===== src/hdl/rcc_pkg.sv =====
/*
 * Package of the reset cause controller: register map, field layout,
 * reset values and reset stretch timing.
 * Assumes a 32-bit APB bus and a 125 MHz pclk.
 */
`default_nettype none

package rcc_pkg;

  // ************************************************************
  // Bus and register map
  // ************************************************************
  localparam int ADDR_W = 8;
  localparam int DATA_W = 32;
  localparam logic [ADDR_W-1:0] CAUSE_OFS = 8'h00;
  localparam logic [ADDR_W-1:0] INT_STAT_OFS = 8'h04;
  localparam logic [ADDR_W-1:0] INT_MASK_OFS = 8'h08;
  localparam logic [ADDR_W-1:0] CTRL_OFS = 8'h0c;
  localparam logic [ADDR_W-1:0] CFG_OFS = 8'h10;
  localparam logic [ADDR_W-1:0] STATE_OFS = 8'h14;

  // ************************************************************
  // Field layout and reset values
  // ************************************************************
  localparam int CAUSE_W = 8;
  localparam int CFG_W = 8;
  localparam int CLK_SEL_W = 2;
  localparam int CTRL_SWR = 0;
  localparam int CTRL_REG_EN = 1;
  localparam int CTRL_CLK_LO = 2;
  localparam int CTRL_INJECT = 4;
  localparam int STATE_SLEEP = 0;
  localparam int STATE_ARMED = 1;
  localparam int STATE_MISMATCH = 2;
  localparam int STATE_SYS_RST = 3;
  localparam logic [CFG_W-1:0] CFG_RST = 8'h00;
  localparam logic [CLK_SEL_W-1:0] CLK_SEL_RST = 2'h0;
  localparam logic REG_EN_RST = 1'b1;
  localparam logic [CAUSE_W-1:0] MASK_RST = 8'h00;

  // ************************************************************
  // Timing
  // ************************************************************
  localparam int CLK_PERIOD_NS = 8;
  localparam int RST_HOLD_NS = 64;
  localparam int RST_HOLD_CYC =
    (RST_HOLD_NS + CLK_PERIOD_NS - 1) / CLK_PERIOD_NS;
  localparam int RST_CNT_W = 4;

  // ************************************************************
  // Types
  // ************************************************************
  typedef struct packed {
    logic ill_op;
    logic trap;
    logic sw_rst;
    logic cfg_mis;
    logic brown_out;
    logic wdog;
    logic pwr_on;
    logic mstr_clr;
  } rcc_cause_t;

  typedef struct packed {
    logic hard_trap;
    logic soft_trap;
    logic reset_instr;
    logic illegal_opcode;
  } rcc_core_ev_t;

endpackage : rcc_pkg

`default_nettype wire


===== src/hdl/rcc_rst_sync.sv =====
/*
 * Reset stretcher: asserts its reset output at once on an async low
 * input, holds it on a sync request, releases it synchronously.
 * Assumes clk runs during and after the asynchronous reset.
 */
`timescale 1ns/1ps
`default_nettype none

module rcc_rst_sync
  import rcc_pkg::*;
(
  input wire logic clk,
  input wire logic arst_n,
  input wire logic req,
  output var logic rst_n
);

  logic [1:0] meta_r;
  logic [RST_CNT_W-1:0] hold_r;

  // ************************************************************
  // Release synchroniser
  // ************************************************************
  always_ff @(posedge clk or negedge arst_n)
  begin
    if (!arst_n)
      meta_r <= 2'h0;
    else
      meta_r <= {meta_r[0], 1'b1};
  end

  // ************************************************************
  // Hold counter, reloaded on every request
  // ************************************************************
  always_ff @(posedge clk or negedge arst_n)
  begin
    if (!arst_n)
      hold_r <= RST_CNT_W'(RST_HOLD_CYC);
    else if (!meta_r[1] || req)
      hold_r <= RST_CNT_W'(RST_HOLD_CYC);
    else if (hold_r != '0)
      hold_r <= hold_r - 1'b1;
  end

  always_ff @(posedge clk or negedge arst_n)
  begin
    if (!arst_n)
      rst_n <= 1'b0;
    else
      rst_n <= meta_r[1] && !req && (hold_r == '0);
  end

endmodule : rcc_rst_sync

`default_nettype wire


===== src/hdl/rcc_top.sv =====
/*
 * Reset cause controller: gathers reset sources, drives the system
 * reset, keeps sticky cause flags and an APB register file.
 * Assumes presetn is the power-domain reset, which the system reset
 * it produces does not touch; pins are asynchronous to pclk.
 */
`timescale 1ns/1ps
`default_nettype none

module rcc_top
  import rcc_pkg::*;
(
  input wire logic pclk,
  input wire logic presetn,
  input wire logic psel,
  input wire logic penable,
  input wire logic pwrite,
  input wire logic [ADDR_W-1:0] paddr,
  input wire logic [DATA_W-1:0] pwdata,
  output var logic [DATA_W-1:0] prdata,
  output var logic pready,
  output var logic pslverr,
  input wire logic master_clear_pin_n,
  input wire logic supply_ok,
  input wire logic regulator_low,
  input wire logic watchdog_timeout,
  input wire logic cpu_sleep,
  input wire rcc_core_ev_t core_ev,
  output var logic sys_rst_n,
  output var logic [CLK_SEL_W-1:0] clk_sel,
  output var logic regulator_en,
  output var logic wake,
  output var logic irq
);

  // ************************************************************
  // Declarations
  // ************************************************************
  logic [3:0] pin_s1_r;
  logic [3:0] pin_s2_r;
  logic master_clear_pin_low;
  logic supply_hi;
  logic reg_low;
  logic wdog_to;
  logic pwr_prev_r;
  logic pwr_armed_r;
  logic pwr_pulse;
  logic wdog_prev_r;
  logic wdog_edge;
  logic wake_nxt;
  rcc_cause_t ev;
  rcc_cause_t cause_r;
  rcc_cause_t int_stat_r;
  logic [CAUSE_W-1:0] int_mask_r;
  logic [CFG_W-1:0] cfg_r;
  logic [CFG_W-1:0] cfg_shadow_r;
  logic cfg_mismatch;
  logic sw_req_r;
  logic reg_en_r;
  logic [CLK_SEL_W-1:0] clk_sel_r;
  logic sys_req;
  logic sys_arst_n;
  logic wr_en;
  logic rd_en;
  logic setup;
  logic [DATA_W-1:0] rd_nxt;
  logic hit;
  logic irq_nxt;

  // ************************************************************
  // Helpers
  // ************************************************************
  function automatic logic [DATA_W-1:0] zext8(
    input logic [7:0] v
  );
    zext8 = {{(DATA_W-8){1'b0}}, v};
  endfunction : zext8

  function automatic logic is_reg(
    input logic [ADDR_W-1:0] a
  );
    is_reg = (a == CAUSE_OFS) || (a == INT_STAT_OFS) ||
             (a == INT_MASK_OFS) || (a == CTRL_OFS) ||
             (a == CFG_OFS) || (a == STATE_OFS);
  endfunction : is_reg

  // ************************************************************
  // Pin synchronisers
  // ************************************************************
  always_ff @(posedge pclk or negedge presetn)
  begin
    if (!presetn)
    begin
      pin_s1_r <= 4'h0;
      pin_s2_r <= 4'h0;
    end
    else
    begin
      pin_s1_r <= {watchdog_timeout, regulator_low, supply_ok,
                   ~master_clear_pin_n};
      pin_s2_r <= pin_s1_r;
    end
  end

  assign master_clear_pin_low = pin_s2_r[0];
  assign supply_hi = pin_s2_r[1];
  assign reg_low = pin_s2_r[2];
  assign wdog_to = pin_s2_r[3];

  // ************************************************************
  // Power-on detector
  // ************************************************************
  // Armed from presetn so the first rise after power-up counts
  always_ff @(posedge pclk or negedge presetn)
  begin
    if (!presetn)
    begin
      pwr_prev_r <= 1'b0;
      pwr_armed_r <= 1'b1;
    end
    else
    begin
      pwr_prev_r <= supply_hi;
      if (pwr_pulse)
        pwr_armed_r <= 1'b0;
      else if (!supply_hi)
        pwr_armed_r <= 1'b1;
    end
  end

  assign pwr_pulse = supply_hi && !pwr_prev_r && pwr_armed_r;

  // ************************************************************
  // Watchdog: reset when running, wake when asleep
  // ************************************************************
  always_ff @(posedge pclk or negedge presetn)
  begin
    if (!presetn)
      wdog_prev_r <= 1'b0;
    else
      wdog_prev_r <= wdog_to;
  end

  assign wdog_edge = wdog_to && !wdog_prev_r;
  assign wake_nxt = wdog_edge && cpu_sleep;

  always_ff @(posedge pclk or negedge presetn)
  begin
    if (!presetn)
      wake <= 1'b0;
    else
      wake <= wake_nxt;
  end

  // ************************************************************
  // Configuration store with complementary shadow
  // ************************************************************
  // Shadow sits in the power domain so a mismatch survives resets
  always_ff @(posedge pclk or negedge presetn)
  begin
    if (!presetn)
    begin
      cfg_r <= CFG_RST;
      cfg_shadow_r <= ~CFG_RST;
    end
    else if (wr_en && paddr == CFG_OFS)
    begin
      cfg_r <= pwdata[CFG_W-1:0];
      cfg_shadow_r <= ~pwdata[CFG_W-1:0];
    end
    else if (wr_en && paddr == CTRL_OFS && pwdata[CTRL_INJECT])
      cfg_shadow_r <= cfg_shadow_r ^ {{(CFG_W-1){1'b0}}, 1'b1};
  end

  // No sleep gating: checked every cycle
  assign cfg_mismatch = (cfg_r ^ cfg_shadow_r) != '1;

  // ************************************************************
  // Reset cause events
  // ************************************************************
  always_comb
  begin
    ev = '0;
    ev.mstr_clr = master_clear_pin_low;
    ev.pwr_on = pwr_pulse;
    ev.wdog = wdog_edge && !cpu_sleep;
    ev.brown_out = reg_low && reg_en_r;
    ev.cfg_mis = cfg_mismatch;
    ev.sw_rst = sw_req_r || core_ev.reset_instr;
    ev.trap = core_ev.hard_trap && core_ev.soft_trap;
    ev.ill_op = core_ev.illegal_opcode;
  end

  // ************************************************************
  // System reset generation
  // ************************************************************
  // Pin and running watchdog bypass the clock; sleep gate is async too
  assign sys_arst_n = presetn && master_clear_pin_n &&
                      !(watchdog_timeout && !cpu_sleep);
  assign sys_req = |ev;

  rcc_rst_sync u_rst_sync (
    .clk(pclk),
    .arst_n(sys_arst_n),
    .req(sys_req),
    .rst_n(sys_rst_n)
  );

  // ************************************************************
  // Control register
  // ************************************************************
  // Software reset bit self-clears after one cycle
  always_ff @(posedge pclk or negedge presetn)
  begin
    if (!presetn)
      sw_req_r <= 1'b0;
    else
      sw_req_r <= wr_en && paddr == CTRL_OFS && pwdata[CTRL_SWR];
  end

  // Clock choice is reset only by power-on, not by system reset
  always_ff @(posedge pclk or negedge presetn)
  begin
    if (!presetn)
      clk_sel_r <= CLK_SEL_RST;
    else if (pwr_pulse)
      clk_sel_r <= CLK_SEL_RST;
    else if (wr_en && paddr == CTRL_OFS)
      clk_sel_r <= pwdata[CTRL_CLK_LO +: CLK_SEL_W];
  end

  always_ff @(posedge pclk or negedge presetn)
  begin
    if (!presetn)
      reg_en_r <= REG_EN_RST;
    else if (wr_en && paddr == CTRL_OFS)
      reg_en_r <= pwdata[CTRL_REG_EN];
  end

  always_ff @(posedge pclk or negedge presetn)
  begin
    if (!presetn)
    begin
      clk_sel <= CLK_SEL_RST;
      regulator_en <= REG_EN_RST;
    end
    else
    begin
      clk_sel <= clk_sel_r;
      regulator_en <= reg_en_r;
    end
  end

  // ************************************************************
  // Cause flags
  // ************************************************************
  // Power domain only; a set in the clear cycle wins
  always_ff @(posedge pclk or negedge presetn)
  begin
    if (!presetn)
      cause_r <= '0;
    else if (wr_en && paddr == CAUSE_OFS)
      cause_r <= (cause_r & ~pwdata[CAUSE_W-1:0]) | ev;
    else
      cause_r <= cause_r | ev;
  end

  // ************************************************************
  // Interrupt status and mask
  // ************************************************************
  always_ff @(posedge pclk or negedge presetn)
  begin
    if (!presetn)
      int_stat_r <= '0;
    else if (rd_en && paddr == INT_STAT_OFS)
      int_stat_r <= ev;
    else
      int_stat_r <= int_stat_r | ev;
  end

  always_ff @(posedge pclk or negedge presetn)
  begin
    if (!presetn)
      int_mask_r <= MASK_RST;
    else if (wr_en && paddr == INT_MASK_OFS)
      int_mask_r <= pwdata[CAUSE_W-1:0];
  end

  assign irq_nxt = |(int_stat_r & int_mask_r);

  always_ff @(posedge pclk or negedge presetn)
  begin
    if (!presetn)
      irq <= 1'b0;
    else
      irq <= irq_nxt;
  end

  // ************************************************************
  // APB slave
  // ************************************************************
  // Data is captured in setup so the access phase needs no wait
  assign setup = psel && !penable;
  assign wr_en = psel && penable && pready && pwrite && hit;
  assign rd_en = psel && penable && pready && !pwrite && hit;

  always_ff @(posedge pclk or negedge presetn)
  begin
    if (!presetn)
      hit <= 1'b0;
    else if (setup)
      hit <= is_reg(paddr);
  end

  always_comb
  begin
    rd_nxt = '0;
    case (paddr)
      CAUSE_OFS:
        rd_nxt = zext8(cause_r);
      INT_STAT_OFS:
        rd_nxt = zext8(int_stat_r);
      INT_MASK_OFS:
        rd_nxt = zext8(int_mask_r);
      CTRL_OFS:
        rd_nxt = zext8({3'h0, 1'b0, clk_sel_r, reg_en_r, 1'b0});
      CFG_OFS:
        rd_nxt = zext8(cfg_r);
      STATE_OFS:
        rd_nxt = zext8({4'h0, !sys_rst_n, cfg_mismatch, pwr_armed_r,
                        cpu_sleep});
      default:
        rd_nxt = '0;
    endcase
  end

  always_ff @(posedge pclk or negedge presetn)
  begin
    if (!presetn)
    begin
      pready <= 1'b0;
      pslverr <= 1'b0;
      prdata <= '0;
    end
    else
    begin
      pready <= setup;
      pslverr <= setup && !is_reg(paddr);
      if (setup && !pwrite)
        prdata <= rd_nxt;
      else if (setup)
        prdata <= '0;
    end
  end

endmodule : rcc_top

`default_nettype wire


===== config.mk =====
export PLATFORM = sky130hd
export DESIGN_NAME = rcc_top
export DESIGN_NICKNAME = d
export VERILOG_FILES = /design/src/hdl/rcc_pkg.sv /design/src/hdl/rcc_rst_sync.sv /design/src/hdl/rcc_top.sv
export SDC_FILE = /design/constraint.sdc
export NUM_CORES = 1
export LEC_CHECK = 0
export BUFFER_PORTS_ARGS = -buffer_cell sky130_fd_sc_hd__buf_4
export CORE_ASPECT_RATIO = 0.6
export CORE_UTILIZATION = 53
export CTS_CLUSTER_SIZE = 24
export DETAILED_ROUTE_END_ITERATION = 7
export GPL_TIMING_DRIVEN = 0
export PLACE_DENSITY = 0.83
export SETUP_SLACK_MARGIN = 0.2
export SLEW_MARGIN = 0
export SYNTH_ARGS = -nofsm -noshare
export SYNTH_HDL_FRONTEND = slang
export SYNTH_SLANG_ARGS = --single-unit
export TNS_END_PERCENT = 100

===== constraint.sdc =====
create_clock -name pclk -period 2 [get_ports pclk]
set_input_delay 0.1 -clock pclk [delete_from_list [all_inputs] [get_ports pclk]]
set_output_delay 0.1 -clock pclk [all_outputs]
set_load 0.01 [all_outputs]

==> results.md <==
Yosys:
- Of all cell types, the one taking the most synthesized area is dfrtp_1.
- The number of different library cells used by synthesis comes to 51.
- The share of synthesized area in the top cell type comes to 0.448.
- Of the synthesized area, sequential elements account for 0.534.
- The Yosys step of the flow raised 0 warnings.
- The fraction of registers with async set/reset is 1.00.
- The mean instance size in the synthesized netlist is 12.1 sq um.
- In this run, synthesis produced a sequential element count of 78.
- In the synthesized netlist, the number of instances is 304.
- The primary flip-flop cell chosen by synthesis mapping is dfrtp_1.
- The cell area that synthesis handed to floorplanning was 3680 sq um.
- Ranked by total cell area, the synthesized netlist is headed by dfrtp_1, dfstp_2, buf_4.
- The number of flops mapped to enable cells by yosys is 0.

STA:
- The actual transition at the worst max-transition pin is 0.727 ns.
- Setup repair after global routing left no endpoint under its margin.
- The total count of hold-check failures in the final report was 0.
- Setup violations remaining at the end of the flow were counted as 0.
- The count of pins over their slew limit came to 0.
- The clock period could shrink to 1.78 ns.
- The final worst-path cycle share is 0.889.
- Summed over all failing endpoints, the final setup total negative slack is 0 ns.
- The maximum achievable frequency is 563 MHz.
- The remaining max-slew budget at the tightest pin is 0.511.
- Across the routed clock network, the largest skew measured is 0.00646 ns.

Route:
- The pre-antenna-repair detailed-routing pass consisted of 4 iterations.
- After detailed routing, the number of vias per cell comes to 5.39.
- For this run, design rule violations remaining after detail routing come to 0.
- The total vias in the final route is 2664.
- Summed over all layers, the routed wires come to 8.06 mm.
- The detail route stage leaves a number of antenna-violating nets equal to 0.
- After detailed routing, the average wire length per cell comes to 16.3 um.
- The number of design-rule violations left by the first detailed-router iteration is 203.

Layout:
- Compared with the post-synthesis result, the final layout area differs by 28.0%.
- The multi-input combinational cells in the finished layout cover a total of 1530 sq um.
- The number of antenna diodes in the final layout is 0.
- The footprint of the flip-flops and latches is 1970 sq um.
- In the final design database the tool counted 458 nets.
- In the final layout, the share of cells above drive strength 1 is 0.337.
- Fill cells in the final layout number 526.
- The top cell types in the final layout, fill and taps aside, are buf_4, dfrtp_1, conb_1.
- The most common cell after layout, fill and taps aside is buf_4.

Worst hold path:
- The kind of path behind the tightest hold check is in2reg.

Run:
- The max-cap check violation count is 0.

Die:
- The vertical die dimension is 66.6 um.
- Row generation in the floorplan step produced 23 rows.
- From left edge to right edge, the die measures 110 um.
- The starting density of the core is 0.549.
- The area of the placeable core is 6710 sq um.
- The I/O pin count is 94.
- The die area is 7300 sq um.

Global routing:
- The maximum number of pins on one net before global-route repair is 73.
- The first global-routing pass estimated 12.8 mm of wire.
- The via count of the first global-routing pass is 2530.
- Summed over all layers, the global routing overflow is 0.
- Across every metal layer, demand over resource in global routing totals 0.245.
- The number of antenna violations at the first check in global routing was 0.

Power and ir drop:
- Across the VDD grid, the largest voltage drop is 0.000748 V.
- Summed over all cells, the static leakage comes to 2.17 nW.
- The power density of the placed cells is 734 nW/um^2.
- The total power is 3.46 mW.

Clock tree:
- In this run the number of H-tree levels came out at 3.
- The tree built by TritonCTS fans out to 78 sinks.
- The clock edge transition at the registers on the reported setup and hold paths is 0.07 ns.
- The longest clock path from root to sink contains 2 buffers.
- TritonCTS built the clock tree.
- The library cell used as clock root buffer is clkbuf_16.
- In this run, CTS created clock tree buffers numbering 9.
- Clock latency on the worst-skew pair, taken at its later pin, is 0.34 ns.

Critical path:
- The capturing element type of the critical path is a register.
- The biggest fanout along the worst timing path is 3.
- The data arrival at the endpoint of the critical path is 2.00 ns.
- The data required time at the worst endpoint is 2.23 ns.
- The worst setup path category is reg2reg.
- The worst setup path is launched from a register.

Outcome:
- The flow ran to the end, and the final reports show no timing, DRC or antenna violations.

Placed design:
- The count of buffers added on input and output ports is 43.
- The half-perimeter wire length after placement is 5.84 mm.
- Routability-driven placement finished with a final weighted congestion of 0.903.
==> path summary, 6_finish.rpt <==
check | from | end | slack, ns | cells past startpoint
worst max-delay path | cfg_shadow_r[3] | prdata[2] | 0.22 | 4
worst max register to register | cfg_shadow_r[3] | prdata[2] | 0.22 | 4
min in group asynchronous | presetn | pin_s2_r[1] | 0.34 | 2
max in group asynchronous | presetn | u_rst_sync.rst_n | 0.50 | 4
worst min register to register | u_rst_sync.meta_r[0] | u_rst_sync.meta_r[1] | 0.35 | 0
worst min-delay path | core_ev[2] | int_stat_r[6] | 0.01 | 2
==> repair_timing <==
item	in CTS	in global routing
pin swaps	3	1
hold buffers	16	0
setup endpoints to repair	30	12
gates resized for setup	1	4
endpoints found under the hold margin	82	0
buffers inserted	5	0
==> power breakdown <==
group	switching, mW	leakage [nW]	internal [mW]	total, mW
Clock	0.691	0.139	0.867	1.56
Combinational	0.158	1.09	0.135	0.293
Sequential	0.00947	0.943	1.60	1.61
==> stage by stage <==
step	instance area, sq um	cells	worst slack [ns]	utilization	hold slack, ns
after floorplan	3770	327	0.250	-	-0.196
after global placement	4200	457	-0.0278	0.627	0.210
after detailed placement	4200	457	-0.114	0.627	0.211
after CTS	4690	494	0.225	0.700	0.000208
after global routing	4710	494	0.202	0.703	0.0000847
final	4710	494	0.223	0.703	0.0133
==> layer usage <==
| layer | global-route usage | wire [um] | vias to the layer above |
|---|---|---|---|
| li1 | - | - | 1246 |
| met1 | 0.351 | 3840 | 1312 |
| met2 | 0.349 | 3470 | 95 |
| met3 | 0.0773 | 632 | 11 |
| met4 | 0.0883 | 122 | 0 |
| met5 | 0 | 0 | - |
==> kinds of logic after synthesis <==
group / share of synthesized area
simple gates: 0.145
flops: 0.534
compound gates: 0.113
buf+inv: 0.0798
mux: 0.0934
xor+xnor: 0.0262
fa+ha+maj: 0.00679
other cells: 0.00204
==> synthesized netlist by cell type, types with 2 or more instances <==
cell type and instances:
nor2_1 12, and3b_1 2, xnor2_1 11, nor4_4 4, nor3_1 4, clkbuf_1 5
or3_1 2, mux2i_1 7, ha_1 2, mux2_1 6, or2_2 2, dfrtp_1 66
nand4_1 2, a22oi_1 8, a21o_1 10, o211ai_1 2, inv_1 9, conb_1 2
nor2b_1 2, mux2_2 16, buf_4 27, nand2_1 21, nand4bb_1 2, nor4_1 6
a2bb2oi_1 2, a22o_1 10, nor3b_1 4, buf_6 3, o21ai_0 6, a211o_1 3
nand2b_1 3, a21oi_1 10, nand3_1 4, dfstp_2 12
==> layout make-up <==
| cell class | count | area share |
|---|---|---|
| Clock buffer | 9 | 0.0478 |
| Clock inverter | 7 | 0.0133 |
| Sequential cell | 78 | 0.417 |
| Inverter | 9 | 0.00717 |
| Buffer | 36 | 0.0552 |
| Timing Repair Buffer | 64 | 0.111 |
| Multi-Input combinational cell | 204 | 0.325 |
| Tap cell | 87 | 0.0231 |
==> critical path, cell delays in order, from the launching register on <==
cell	delay [ns]
dfstp_2	0.54
xnor2_1	0.08
nor4_2	0.45
nand2_1	0.25
a221o_1	0.34
==> flip-flops by register name (all words and copies together), names as in the netlist, 2 cells and up <==
register / cells
pin_s2_r: 4
pin_s1_r: 4
prdata: 8
u_rst_sync.meta_r: 2
u_rst_sync.hold_r: 4
cfg_shadow_r: 8
cfg_r: 8
clk_sel_r: 2
cause_r: 8
int_mask_r: 8
int_stat_r: 8
clk_sel: 2
Power figures use the tool's default switching activity.
